<file path="src/verilog/tcl_consts.svh">
// Constants of the touch calibration / LED register block: offsets, fields, resets, timing.
// Assumes inclusion by bare name from the package and modules.
`ifndef TCL_CONSTS_SVH
`define TCL_CONSTS_SVH
// ----------------------------------------
// Register offsets
// ----------------------------------------
`define TCL_OFS_ASSIGN_LO 8'hed
`define TCL_OFS_ASSIGN_HI 8'hee
`define TCL_OFS_CAL_POLICY 8'hef
`define TCL_OFS_INT_CLR 8'hf0
`define TCL_OFS_PRESS_CLR 8'hf1
`define TCL_OFS_RELEASE_CLR 8'hf2
`define TCL_OFS_LONG_CLR 8'hf3
`define TCL_OFS_BLINK_CLR 8'hf4
`define TCL_OFS_ASSIGN_APPLY 8'hf9
`define TCL_OFS_LED_DRIVE 8'hfa
`define TCL_OFS_PWM_SELECT 8'hfb
`define TCL_OFS_PWM_ENABLE 8'hfc
`define TCL_OFS_FE_CTRL 8'hff
// ----------------------------------------
// Field positions
// ----------------------------------------
`define TCL_BIT_CALIB_INH 0
`define TCL_BIT_PER_DIS 1
`define TCL_BIT_PER_COND 2
`define TCL_BIT_PER_FLASH 3
`define TCL_POS_PERIOD 4
`define TCL_BIT_INIT 0
`define TCL_BIT_SOFT 1
`define TCL_BIT_SELF 2
`define TCL_BIT_PERIODIC 4
`define TCL_BIT_CFG_APPLY 2
`define TCL_BIT_ASSIGN_APPLY 0
// ----------------------------------------
// Reset values and timing
// ----------------------------------------
`define TCL_RST_BYTE 8'h00
`define TCL_INT_FLAG_MASK 8'h17
`define TCL_CLK_MHZ 125
`define TCL_INTERVAL_UNIT_S 5
`endif

</file>
<file path="src/verilog/tcl_pkg.sv">
// Types of the touch calibration / LED register block.
// Assumes tcl_consts.svh on the include path.
package tcl_pkg;
  `include "tcl_consts.svh"
  // Register write strobe from the serial slave engine
  typedef struct packed {
    logic we;
    logic [7:0] addr;
    logic [7:0] data;
  } tcl_wr_t;
  // Flag events raised by the sensing and PWM engines
  typedef struct packed {
    logic [4:0] intr;
    logic [4:0] press;
    logic [4:0] release_;
    logic [4:0] long_touch;
    logic [3:0] blink_done;
  } tcl_evt_t;
  typedef enum logic [1:0] {
    TCL_IDLE = 2'b00,
    TCL_REQ = 2'b01
  } tcl_cal_st_t;
endpackage : tcl_pkg

</file>
<file path="src/verilog/tcl_regs.sv">
// Register bank: calibration policy, flag clears, PWM assignment apply, static LED drive.
// Assumes writes arrive as one-cycle strobes from the serial slave engine on core_clk.
//
// Behaviour
// - LED/PWM writes 0xF9..0xFC start self-calibration unless inhibit bit set.
// - Periodic-calibration disable bit set stops periodic calibration.
// - Condition bit 1 runs always; 0 only while some LED lit.
// - Flash bit 1 ignores PWM ports; 0 needs PWM ports inactive.
// - While flashing, periodic needs disable 0 and flash bit 1.
// - Interval is five seconds times field plus one.
// - Writing 0 to interrupt clear bits clears init/soft/self/periodic flags.
// - Writing 0 clears press flag of sensor n.
// - Writing 0 clears release flag of sensor n.
// - Writing 0 clears long-touch flag of sensor n.
// - Writing 0 clears blink-done flag of timer n.
// - Writing 1 to apply bit makes staged LED timer selects active.
// - LED drive bits statically drive five LED ports high or low.
// - Finished timer sets its done flag and raises interrupt unless its bit is set in the mask taken at configuration apply.
// - Calibration policy acts only after configuration-apply bit written.
`timescale 1ns/10ps
`include "tcl_consts.svh"
module tcl_regs
  import tcl_pkg::*;
#(
  parameter int unsigned UNIT_CYCLES = `TCL_INTERVAL_UNIT_S * `TCL_CLK_MHZ * 1000000
) (
  input wire logic core_clk, // System clock, 125 MHz
  input wire logic nrst, // Synchronous reset, low
  input wire tcl_wr_t wr, // Register write strobe
  input wire logic [7:0] rd_addr, // Read address
  input wire tcl_evt_t evt, // Flag set events
  input wire logic [3:0] blink_mask, // Staged done-interrupt mask
  input wire logic [4:0] pwm_flashing, // LED ports flashing by PWM
  output logic [7:0] rd_data_q, // Registered read data
  output logic [4:0] led_static_on_q, // Static LED port levels
  output logic [9:0] led_timer_select_q, // Active LED timer selects
  output logic self_cal_req_q, // Self-calibration request strobe
  output logic periodic_cal_req_q, // Periodic calibration request strobe
  output logic [4:0] int_flags_q, // Pending interrupt flags
  output logic [4:0] press_flags_q, // Switch-on flags
  output logic [4:0] release_flags_q, // Switch-off flags
  output logic [4:0] long_touch_flags_q, // Continuous touch flags
  output logic [3:0] blink_done_q, // PWM finish flags
  output logic irq_q // Interrupt output
);
  // ----------------------------------------
  // Write decode
  // ----------------------------------------
  function automatic logic hit(input tcl_wr_t w, input logic [7:0] a);
    hit = w.we && (w.addr == a);
  endfunction : hit

  // Clear-flag update: set wins over the zero-written clear
  function automatic logic [4:0] upd(input logic [4:0] cur, input logic [4:0] set,
                                     input logic clr_en, input logic [4:0] wdat);
    upd = (cur & ~(clr_en ? ~wdat : 5'h0)) | set;
  endfunction : upd

  logic [7:0] staged_policy_q, policy_q;
  logic [9:0] staged_select_q;
  logic [3:0] active_mask_q;
  logic led_range_wr;
  tcl_cal_st_t cal_st_q;
  logic interval_fire;
  logic periodic_ok;

  assign led_range_wr = wr.we && (wr.addr >= `TCL_OFS_ASSIGN_APPLY) && (wr.addr <= `TCL_OFS_PWM_ENABLE);

  // ----------------------------------------
  // Staged configuration and apply
  // ----------------------------------------
  // Policy written to staging; becomes active only on configuration apply
  always_ff @(posedge core_clk) begin
    if (!nrst) begin
      staged_policy_q <= `TCL_RST_BYTE;
      policy_q <= `TCL_RST_BYTE;
      active_mask_q <= 4'h0;
    end else begin
      if (hit(wr, `TCL_OFS_CAL_POLICY)) begin
        staged_policy_q <= wr.data;
      end
      if (hit(wr, `TCL_OFS_FE_CTRL) && wr.data[`TCL_BIT_CFG_APPLY]) begin
        policy_q <= staged_policy_q;
        active_mask_q <= blink_mask;
      end
    end
  end

  // LED timer selects staged then applied by apply bit
  always_ff @(posedge core_clk) begin
    if (!nrst) begin
      staged_select_q <= 10'h0;
      led_timer_select_q <= 10'h0;
    end else begin
      if (hit(wr, `TCL_OFS_ASSIGN_LO)) begin
        staged_select_q[7:0] <= wr.data;
      end
      if (hit(wr, `TCL_OFS_ASSIGN_HI)) begin
        staged_select_q[9:8] <= wr.data[1:0];
      end
      if (hit(wr, `TCL_OFS_ASSIGN_APPLY) && wr.data[`TCL_BIT_ASSIGN_APPLY]) begin
        led_timer_select_q <= staged_select_q;
      end
    end
  end

  // Static LED drive
  always_ff @(posedge core_clk) begin
    if (!nrst) begin
      led_static_on_q <= 5'h0;
    end else if (hit(wr, `TCL_OFS_LED_DRIVE)) begin
      led_static_on_q <= wr.data[4:0];
    end
  end

  // ----------------------------------------
  // Calibration requests
  // ----------------------------------------
  // Self-calibration on LED/PWM writes unless inhibited
  always_ff @(posedge core_clk) begin
    if (!nrst) begin
      self_cal_req_q <= 1'b0;
    end else begin
      self_cal_req_q <= led_range_wr && !policy_q[`TCL_BIT_CALIB_INH];
    end
  end

  tcl_interval_timer #(
    .UNIT_CYCLES(UNIT_CYCLES)
  ) u_timer (
    .core_clk(core_clk),
    .nrst(nrst),
    .period(policy_q[7:`TCL_POS_PERIOD]),
    .fire_q(interval_fire)
  );

  // Permission: disable blocks all; flashing needs flash bit; else LED-lit condition
  always_comb begin
    periodic_ok = !policy_q[`TCL_BIT_PER_DIS];
    if (|pwm_flashing && !policy_q[`TCL_BIT_PER_FLASH]) begin
      periodic_ok = 1'b0;
    end
    if (!policy_q[`TCL_BIT_PER_COND] && !(|led_static_on_q) && !(|pwm_flashing)) begin
      periodic_ok = 1'b0;
    end
  end

  // Request only at an interval expiry; a refused interval is skipped, not queued
  always_ff @(posedge core_clk) begin
    if (!nrst) begin
      cal_st_q <= TCL_IDLE;
      periodic_cal_req_q <= 1'b0;
    end else begin
      case (cal_st_q)
        TCL_IDLE: begin
          periodic_cal_req_q <= 1'b0;
          if (interval_fire && periodic_ok) begin
            cal_st_q <= TCL_REQ;
          end
        end
        TCL_REQ: begin
          periodic_cal_req_q <= 1'b1;
          cal_st_q <= TCL_IDLE;
        end
        default: begin
          cal_st_q <= TCL_IDLE;
          periodic_cal_req_q <= 1'b0;
        end
      endcase
    end
  end

  // ----------------------------------------
  // Pending flags and write-zero clears
  // ----------------------------------------
  // Interrupt flags; bit 3 position unused
  always_ff @(posedge core_clk) begin
    if (!nrst) begin
      int_flags_q <= 5'h0;
    end else begin
      int_flags_q <= upd(int_flags_q, evt.intr & 5'(`TCL_INT_FLAG_MASK),
                         hit(wr, `TCL_OFS_INT_CLR), wr.data[4:0] | 5'h08);
    end
  end

  // Sensor detection flags
  always_ff @(posedge core_clk) begin
    if (!nrst) begin
      press_flags_q <= 5'h0;
      release_flags_q <= 5'h0;
      long_touch_flags_q <= 5'h0;
    end else begin
      press_flags_q <= upd(press_flags_q, evt.press, hit(wr, `TCL_OFS_PRESS_CLR), wr.data[4:0]);
      release_flags_q <= upd(release_flags_q, evt.release_, hit(wr, `TCL_OFS_RELEASE_CLR),
                             wr.data[4:0]);
      long_touch_flags_q <= upd(long_touch_flags_q, evt.long_touch, hit(wr, `TCL_OFS_LONG_CLR),
                                wr.data[4:0]);
    end
  end

  // PWM finish flags, set wins
  always_ff @(posedge core_clk) begin
    if (!nrst) begin
      blink_done_q <= 4'h0;
    end else begin
      blink_done_q <= 4'(upd({1'b0, blink_done_q}, {1'b0, evt.blink_done}, hit(wr, `TCL_OFS_BLINK_CLR),
                             wr.data[4:0] | 5'h10));
    end
  end

  // Interrupt level follows unmasked pending flags, one cycle after them
  always_ff @(posedge core_clk) begin
    if (!nrst) begin
      irq_q <= 1'b0;
    end else begin
      irq_q <= (|int_flags_q) || (|(blink_done_q & ~active_mask_q));
    end
  end

  // ----------------------------------------
  // Read back
  // ----------------------------------------
  // Clear registers read as zero; unmapped reads zero
  always_ff @(posedge core_clk) begin
    if (!nrst) begin
      rd_data_q <= `TCL_RST_BYTE;
    end else begin
      case (rd_addr)
        `TCL_OFS_CAL_POLICY: rd_data_q <= staged_policy_q;
        `TCL_OFS_ASSIGN_APPLY: rd_data_q <= `TCL_RST_BYTE;
        `TCL_OFS_LED_DRIVE: rd_data_q <= {3'h0, led_static_on_q};
        default: rd_data_q <= `TCL_RST_BYTE;
      endcase
    end
  end

  // ----------------------------------------
  // Checks
  // ----------------------------------------
  chk_self_cal_req: assert property (@(posedge core_clk) disable iff (!nrst)
    led_range_wr |=> self_cal_req_q == !$past(policy_q[`TCL_BIT_CALIB_INH]))
    else $error("self calibration request mismatch");
  chk_disable_blocks: assert property (@(posedge core_clk) disable iff (!nrst)
    (interval_fire && policy_q[`TCL_BIT_PER_DIS]) |=> ##1 !periodic_cal_req_q)
    else $error("periodic calibration while disabled");
  chk_flash_blocks: assert property (@(posedge core_clk) disable iff (!nrst)
    (interval_fire && |pwm_flashing && !policy_q[`TCL_BIT_PER_FLASH]) |=> ##1 !periodic_cal_req_q)
    else $error("periodic calibration while flashing");
  chk_cond_blocks: assert property (@(posedge core_clk) disable iff (!nrst)
    (interval_fire && !periodic_ok) |-> ##2 !periodic_cal_req_q)
    else $error("periodic calibration without permission");
  chk_press_clear: assert property (@(posedge core_clk) disable iff (!nrst)
    (hit(wr, `TCL_OFS_PRESS_CLR) && !wr.data[0] && !evt.press[0]) |=> !press_flags_q[0])
    else $error("press flag not cleared");
  chk_set_wins: assert property (@(posedge core_clk) disable iff (!nrst)
    evt.blink_done[0] |=> blink_done_q[0])
    else $error("blink done flag lost");
  chk_led_drive: assert property (@(posedge core_clk) disable iff (!nrst)
    hit(wr, `TCL_OFS_LED_DRIVE) |=> led_static_on_q == $past(wr.data[4:0]))
    else $error("led drive not updated");
  chk_apply_select: assert property (@(posedge core_clk) disable iff (!nrst)
    (hit(wr, `TCL_OFS_ASSIGN_APPLY) && wr.data[0]) |=> led_timer_select_q == $past(staged_select_q))
    else $error("timer select not applied");
  chk_irq_level: assert property (@(posedge core_clk) disable iff (!nrst)
    (|int_flags_q) |=> irq_q)
    else $error("interrupt not raised");
  // Clear, hold, grant and interrupt checks
  // A zero bit clears, a one bit keeps; staged fields wait for their apply strobe
  chk_int_clear: assert property (@(posedge core_clk) disable iff (!nrst)
    (hit(wr, `TCL_OFS_INT_CLR) && !wr.data[`TCL_BIT_SELF] && !evt.intr[`TCL_BIT_SELF]) |=> !int_flags_q[`TCL_BIT_SELF])
    else $error("self calibration flag not cleared");
  chk_release_clear: assert property (@(posedge core_clk) disable iff (!nrst)
    (hit(wr, `TCL_OFS_RELEASE_CLR) && !wr.data[4] && !evt.release_[4]) |=> !release_flags_q[4])
    else $error("release flag not cleared");
  chk_long_keep: assert property (@(posedge core_clk) disable iff (!nrst)
    (hit(wr, `TCL_OFS_LONG_CLR) && wr.data[1] && long_touch_flags_q[1]) |=> long_touch_flags_q[1])
    else $error("long touch flag lost on one bit");
  chk_policy_hold: assert property (@(posedge core_clk) disable iff (!nrst)
    hit(wr, `TCL_OFS_CAL_POLICY) |=> policy_q == $past(policy_q))
    else $error("policy changed without apply");
  chk_select_hold: assert property (@(posedge core_clk) disable iff (!nrst)
    (hit(wr, `TCL_OFS_ASSIGN_LO) || hit(wr, `TCL_OFS_ASSIGN_HI)) |=> led_timer_select_q == $past(led_timer_select_q))
    else $error("timer select changed without apply");
  chk_periodic_grant: assert property (@(posedge core_clk) disable iff (!nrst)
    (interval_fire && periodic_ok) |-> ##2 periodic_cal_req_q)
    else $error("permitted periodic calibration missing");
  chk_blink_irq: assert property (@(posedge core_clk) disable iff (!nrst)
    (|(blink_done_q & ~active_mask_q)) |=> irq_q)
    else $error("finish flag raised no interrupt");
  chk_irq_release: assert property (@(posedge core_clk) disable iff (!nrst)
    (int_flags_q == 5'h00 && blink_done_q == 4'h0) |=> !irq_q)
    else $error("interrupt held without flags");
endmodule : tcl_regs

</file>
<file path="src/verilog/tcl_interval_timer.sv">
// Periodic calibration interval timer: ticks every unit, fires after (period+1) units.
// Assumes a single clock and synchronous active-low reset.
`timescale 1ns/10ps
module tcl_interval_timer #(
  parameter int unsigned UNIT_CYCLES = 625000000
) (
  input wire logic core_clk, // System clock
  input wire logic nrst, // Synchronous reset, low
  input wire logic [3:0] period, // Interval field
  output logic fire_q // One-cycle interval expiry
);
  // A unit shorter than two cycles leaves the prescaler no usable compare value
  if (UNIT_CYCLES < 2) begin : g_bad_unit
    $error("UNIT_CYCLES too small");
  end
  logic [31:0] unit_q;
  logic [4:0] units_q;
  // Unit prescaler and unit counter; field change takes effect at the next unit boundary, within the current interval
  always_ff @(posedge core_clk) begin
    if (!nrst) begin
      unit_q <= 32'h0;
      units_q <= 5'h0;
      fire_q <= 1'b0;
    end else begin
      fire_q <= 1'b0;
      if (unit_q == UNIT_CYCLES - 1) begin
        unit_q <= 32'h0;
        if (units_q >= {1'b0, period}) begin
          units_q <= 5'h0;
          fire_q <= 1'b1;
        end else begin
          units_q <= units_q + 5'h1;
        end
      end else begin
        unit_q <= unit_q + 32'h1;
      end
    end
  end
endmodule : tcl_interval_timer

</file>
<file path="config.mk">
export PLATFORM = sky130hd
export DESIGN_NAME = tcl_regs
export DESIGN_NICKNAME = d
export VERILOG_FILES = /design/src/verilog/tcl_pkg.sv /design/src/verilog/tcl_regs.sv /design/src/verilog/tcl_interval_timer.sv
export VERILOG_INCLUDE_DIRS = /design/src /design/src/verilog
export SDC_FILE = /design/constraint.sdc
export NUM_CORES = 1
export LEC_CHECK = 0
export ABC_AREA = 1
export BUFFER_PORTS_ARGS = -buffer_cell sky130_fd_sc_hd__buf_2
export CORE_ASPECT_RATIO = 1.4
export CORE_MARGIN = 2
export CORE_UTILIZATION = 50
export DETAILED_ROUTE_END_ITERATION = 8
export PLACE_DENSITY_LB_ADDON = 0.12
export SLEW_MARGIN = 20
export SYNTH_ARGS = -nofsm -noshare
export SYNTH_HDL_FRONTEND = slang
export SYNTH_HIERARCHICAL = 1
export SYNTH_SLANG_ARGS = --single-unit
</file>
<file path="constraint.sdc">
create_clock -name core_clk -period 1.5 [get_ports core_clk]
set_input_delay 0.3 -clock core_clk [delete_from_list [all_inputs] [get_ports core_clk]]
set_output_delay 0.3 -clock core_clk [all_outputs]
set_load 0.005 [all_outputs]
</file>
### After elaboration in Yosys (flattened, before gate mapping)

Index checks and enable logic that the tools add are counted.

| operators by class | value |
|---|---|
| reduce and logical (&&, ||, !) cells | 35 |
| $add $sub $neg | 2 |
| equal/unequal tests | 14 |
| magnitude comparators | 3 |
| mux-type cells | 11 |
| bitwise logic cells | 21 |

Operator list:

| kind | number |
|---|---|
| 8-bit equality test, second input constant | 13 |
| 32-bit by 1-bit adder with 32-bit output, second input constant | 1 |
| 32-bit by 30-bit equality test with 1-bit output, second input constant | 1 |
| 5-bit NOT | 6 |
| 5-bit 2-to-1 mux | 5 |
| 5-bit AND | 4 |
| 1-bit logical AND | 20 |
| 5-bit bitwise OR | 4 |
| 8-bit case mux with 2 select lines | 1 |
| 5-bit OR reduction | 3 |
| 4-bit NOT | 3 |
| 4-bit AND | 2 |
| 8-bit greater-or-equal comparator, second input constant | 1 |
| 8-bit less-or-equal comparator, second input constant | 1 |
| 1-bit logical NOT | 6 |
| 5-bit by 1-bit adder with 5-bit output, second input constant | 1 |
| 5-bit by 4-bit greater-or-equal comparator with 1-bit output | 1 |
| 1-bit 2-to-1 mux | 4 |
| 4-bit 2-to-1 mux | 1 |
| 4-bit bitwise OR | 1 |
| 2-bit AND reduction | 2 |
| 4-bit OR reduction | 1 |
| 2-bit logical NOT | 1 |
| 2-bit OR reduction | 1 |
| 2 further kinds | 2 |

| word-level totals | value |
|---|---|
| bits in registers | 119 |
| input port bits | 60 |

### Longest topological paths before layout

| depth | value |
|---|---|
| depth after elaboration | 6 |
| gate-level depth with buffers | 11 |
| gate-level depth less buffers | 10 |

### Cells and area by module

Netlist, hierarchy kept.

By module, submodules not included:

| module | instances | seq. area each (µm²) | cells an instance | area an instance (µm²) |
|---|---|---|---|---|
| tcl_regs | 1 | 1,601.5 | 453 | 3,238.1 |
| tcl_interval_timer | 1 | 760.7 | 358 | 2,352.3 |

### Worst setup path before layout

No wires, ideal clock.

| timing | value |
|---|---|
| path type | register -> register |
| start | reg u_timer.unit_q[0] |
| end | reg u_timer.unit_q[13] |
| cell stages (with the launch flop) | 10 |
| path slack | 0.029 ns |
| arrival time | 1.350 ns |
| clock period less this slack | 1.471 ns |
| buffers on the path | 1 |
| library setup time | 0.120 ns |
| data required time | 1.380 ns |
| path through | dfxtp_1 ha_1 nand3_4 nor2_2 nand3_2 inv_2 nand2_2 nand2_4 buf_6 a21oi_2 |

| on the way | value |
|---|---|
| word-level cells in the longest chain between the ends | 2 |
| elaborated cells on any way between the ends | 3 |
| classes of those cells | add/sub (1); eq/ne (1); reduce/logical (1) |

Ends and longest elaborated chain:

| item | line | RTL |
|---|---|---|
| from (decl) | tcl_interval_timer.sv:16 | `logic [31:0] unit_q;` |
| from (signal assigned) | tcl_interval_timer.sv:35 | `unit_q <= unit_q + 32'h1;` |
| parallel branches: the longest is 2 deep, another holds 32-bit by 1-bit adder with 32-bit output | n/a |  |

Several ways; the timed one is not identified.
A chain may end at the register's enable or synchronous reset.

### Worst setup path after layout

| timing | value |
|---|---|
| start | reg u_timer.unit_q[1] |
| end | reg u_timer.unit_q[30] |

The elaborated chain is that of the path after synthesis.

==> flow_metrics.py <==
metrics = {
    "run_status": {
        "result_of_the_run": "finished, final reports clean",
    },
    "place": {
        "dpl-instance-area_um2": 6514,
        "place.detailed.instances": 1074,
        "dpl.hpwl_mm": 11.17,
        "finalWeightedCongestion": 0.9475,
        "place.port_buffers": 107,
    },
    "cells_and_area": {
        "fin_area_um2": 7256,
        "post-route-util": 0.6677,
        "area_growth_syn_to_layout_pct": 29.79,
        "antennaDiodeCount": 0,
        "num-fill-cells": 964,
        "stdcell_count": 1109,
        "finalNetCount": 1021,
        "drive_gt1_frac": 0.2541,
    },
    "clock_tree": {
        "htree_num_levels": 4,
        "tritoncts": "done",
        "clkLatencyLatePin_ns": 0.41,
        "cts_sinks": 118,
        "clk_transition_reported_paths_ns": 0.06,
        "numCtsBuffers": 17,
        "clk_root_buffer_cell": "sky130_fd_sc_hd__clkbuf_16",
        "clock_tree.buffer_depth": 2,
    },
    "global_route": {
        "via_count_of_the_first_global_routing_pass": 5480,
        "grt_remaining_overflow": 0,
        "grt_use_total": 0.2554,
        "grt_pass1_wl_mm": 24.29,
        "grt_max_degree": 47,
        "number_of_antenna_violations_at_the_first_check_in_global_routing": 1,
    },
    "detailed_routing": {
        "post_drt_wl_per_cell_um": 13.35,
        "detail_route.first_pass.iterations": 5,
        "drc": 0,
        "routed-via-count": 5481,
        "vias_per_cell": 4.942,
        "antenna_violating_nets_post_route": 0,
        "wirelength_mm": 14.81,
        "drt_iter0_markers": 216,
    },
    "timing": {
        "maxSlewViolCount": 0,
        "max_freq_ghz": 0.6759,
        "timing.setup.tns_ns": 0,
        "grt_setup_unrepaired": "yes",
        "fin_worst_skew_ns": 0.01197,
        "fraction_of_the_cycle_the_final_worst_path_needs": 0.9864,
        "min_period_ns": 1.480,
        "finalHoldViolCount": 0,
        "timing.final.setup_violations": 0,
    },
    "yosys": {
        "post_synth_main_area_contributors": "sky130_fd_sc_hd__dfxtp_1 (42%), sky130_fd_sc_hd__nand2_1 (12%), sky130_fd_sc_hd__nor2_1 (11%), sky130_fd_sc_hd__inv_1 (6.0%), sky130_fd_sc_hd__nand3_1 (4.9%)",
        "synthDominantAreaCellType": "sky130_fd_sc_hd__dfxtp_1",
        "synthesis.area_um2": 5590,
        "yosysUniqueCellTypes": 36,
        "syn_area_per_cell_um2": 6.893,
        "synth-seq-area-share": 0.4226,
        "yosysWarnings": 6,
        "synthesis.nets": 877,
        "postSynthRegisterBits": 118,
        "syn-instance-count": 811,
        "netlist.area_leader.share": 0.4226,
    },
    "worst_setup_path": {
        "type_of_the_setup_path_with_the_least_slack": "reg -> reg",
        "timing.critical_path.to_type": "flop",
        "critPathRequiredTime_ns": 1.80,
        "timing.critical_path.fanout_max": 9,
        "critical_path_arrival_ns": 1.78,
        "start_kind": "flop",
    },
    "power": {
        "clock_power_frac": 0.532,
        "share_comb_of_total_power": 0.056,
        "power_switching_share": 0.2278,
        "power_leakage_nw": 3.200,
        "intPower_w": 0.006057,
        "switching_power_w": 0.001787,
        "finalPower_w": 0.007844,
        "max-vdd-ir-drop_uv": 790.8,
        "power-per-cell-area_nw_per_um2": 1081,
        "pwr-share-seq": 0.412,
    },
    "floorplan": {
        "die_w_um": 93.37,
        "die_height_um": 129.1,
        "initial_core_util": 0.5145,
        "num_io_pins": 110,
        "floorplan.rows": 45,
        "die_area_um2": 12050,
        "design.core.area_um2": 10870,
    },
    "worst_hold_path": {
        "min_path_type": "in -> reg",
    },
    "run": {
        "max_cap_violations": 0,
    },
}
==> area by class of cell <==
type | instances | area [µm²] | area share
multi-input combinational | 577 | 2826 | 0.3895
tap | 141 | 176.4 | 0.02431
clock buffer | 18 | 439.2 | 0.06053
clock inverter | 14 | 176.4 | 0.02431
sequential | 118 | 2372 | 0.3270
timing repair buffer | 146 | 908.4 | 0.1252
inverter | 95 | 356.6 | 0.04915
==> routing by layer <==
metal	GRT usage	vias up	share of wire
met1	0.2643	2438	0.37
met5	0	-	0.00081
met2	0.4702	155	0.54
met3	0.06570	40	0.047
met4	0.1306	2	0.041
li1	-	2846	-
==> metrics by stage <==
step / hold slack (ns) / worst slack (ns)
6_report: 0.1137 / 0.02040
3_3_place_gp: 0.4216 / -0.01519
3_5_place_dp: 0.4300 / -0.02965
5_1_grt: 0.1172 / -0.04365
2_1_floorplan: 0.4075 / 0.02944
4_1_cts: 0.1033 / 0.01650
==> power by group through the flow <==
stage               registers, W  clock network, W  logic (W)
global route             0.00323           0.00437   0.000493
detailed placement       0.00329                 0   0.000428
finish                   0.00323           0.00417   0.000442
CTS                      0.00323           0.00425   0.000432
global placement         0.00329                 0   0.000416
floorplan                0.00330                 0   0.000201
==> Yosys cell counts, drive strengths merged <==
| library cell | n |
|---|---|
| nand2 | 185 |
| nand3 | 60 |
| conb | 1 |
| xor2 | 10 |
| or2 | 1 |
| o21ai | 34 |
| nor3 | 14 |
| nor2 | 184 |
| inv | 93 |
| and3 | 1 |
| nor3b | 1 |
| clkbuf | 9 |
| nand4 | 12 |
| nor4 | 1 |
| nand3b | 3 |
| buf | 12 |
| a21oi | 58 |
| xnor2 | 6 |
| ha | 6 |
| dfxtp | 118 |
| clkinv | 2 |
==> cell families (layout without fill, tap and decap cells) <==
| kind of cell | Yosys count | count (layout) | synth area share |
|---|---|---|---|
| AND/OR/NAND/NOR | 462 | 462 | 0.3637 |
| flip-flops | 118 | 118 | 0.4226 |
| buffers and inverters | 116 | 273 | 0.08550 |
| AO/OA/AOI/OAI | 92 | 92 | 0.08908 |
| XOR/XNOR | 16 | 16 | 0.02507 |
| adder cells (fa/ha/maj) | 6 | 6 | 0.01343 |
| other | 1 | 1 | 0.0006708 |
==> registers in the layout, indices dropped and copies added (netlist names), 8 cells and up <==
name / cells
staged_policy_q: 8
policy_q: 8
u_timer/unit_q: 32
led_timer_select_q: 10
staged_select_q: 10
rd_data_q: 8
==> cell usage in the layout, fill, tap and decap left out, types with 11 or more instances in the layout <==
| cell type | n |
|---|---|
| sky130_fd_sc_hd__nand3_1 | 55 |
| sky130_fd_sc_hd__buf_4 | 33 |
| sky130_fd_sc_hd__a21oi_1 | 47 |
| sky130_fd_sc_hd__nor2_2 | 15 |
| sky130_fd_sc_hd__dfxtp_1 | 110 |
| sky130_fd_sc_hd__clkbuf_16 | 18 |
| sky130_fd_sc_hd__a21oi_2 | 11 |
| sky130_fd_sc_hd__nor2_1 | 159 |
| sky130_fd_sc_hd__o21ai_1 | 12 |
| sky130_fd_sc_hd__buf_2 | 107 |
| sky130_fd_sc_hd__nor3_1 | 11 |
| sky130_fd_sc_hd__inv_1 | 88 |
| sky130_fd_sc_hd__nand2_1 | 176 |
| sky130_fd_sc_hd__nand4_1 | 12 |
| sky130_fd_sc_hd__o21ai_0 | 22 |
==> critical path, stage by stage (launching register included) <==
cell and delay, ns:
sky130_fd_sc_hd__dfxtp_2 0.36, sky130_fd_sc_hd__ha_4 0.15, sky130_fd_sc_hd__nand3_4 0.12, sky130_fd_sc_hd__nor2_4 0.16, sky130_fd_sc_hd__nand3_4 0.11, sky130_fd_sc_hd__inv_2 0.07
sky130_fd_sc_hd__nand2_2 0.06, sky130_fd_sc_hd__nand2_4 0.12, sky130_fd_sc_hd__clkbuf_16 0.18, sky130_fd_sc_hd__a21oi_1 0.04
==> repair_timing <==
item,4_1_cts,5_1_grt
setup endpoints to repair,37,37
hold buffers,0,0
gates resized for setup,5,24
pin swaps,2,2
buffers inserted,1,1
hold endpoints to repair,0,0
cloned,0,1
==> path summary, 6_finish.rpt <==
kind                                                   start                             to  slack, ns  depth (start not counted)
worst max-delay path            u_timer/unit_q[1]$_SDFF_PP0_  u_timer/unit_q[30]$_SDFF_PP0_       0.02                          9
worst max register to register  u_timer/unit_q[1]$_SDFF_PP0_  u_timer/unit_q[30]$_SDFF_PP0_       0.02                          9
worst min register to register      cal_st_q[0]$_SDFFE_PN0P_  periodic_cal_req_q$_SDFF_PN0_       0.44                          2
worst min-delay path                                  evt[9]  release_flags_q[0]$_SDFF_PN0_       0.11                          3
Note: power is estimated with default switching activity, not from simulation.
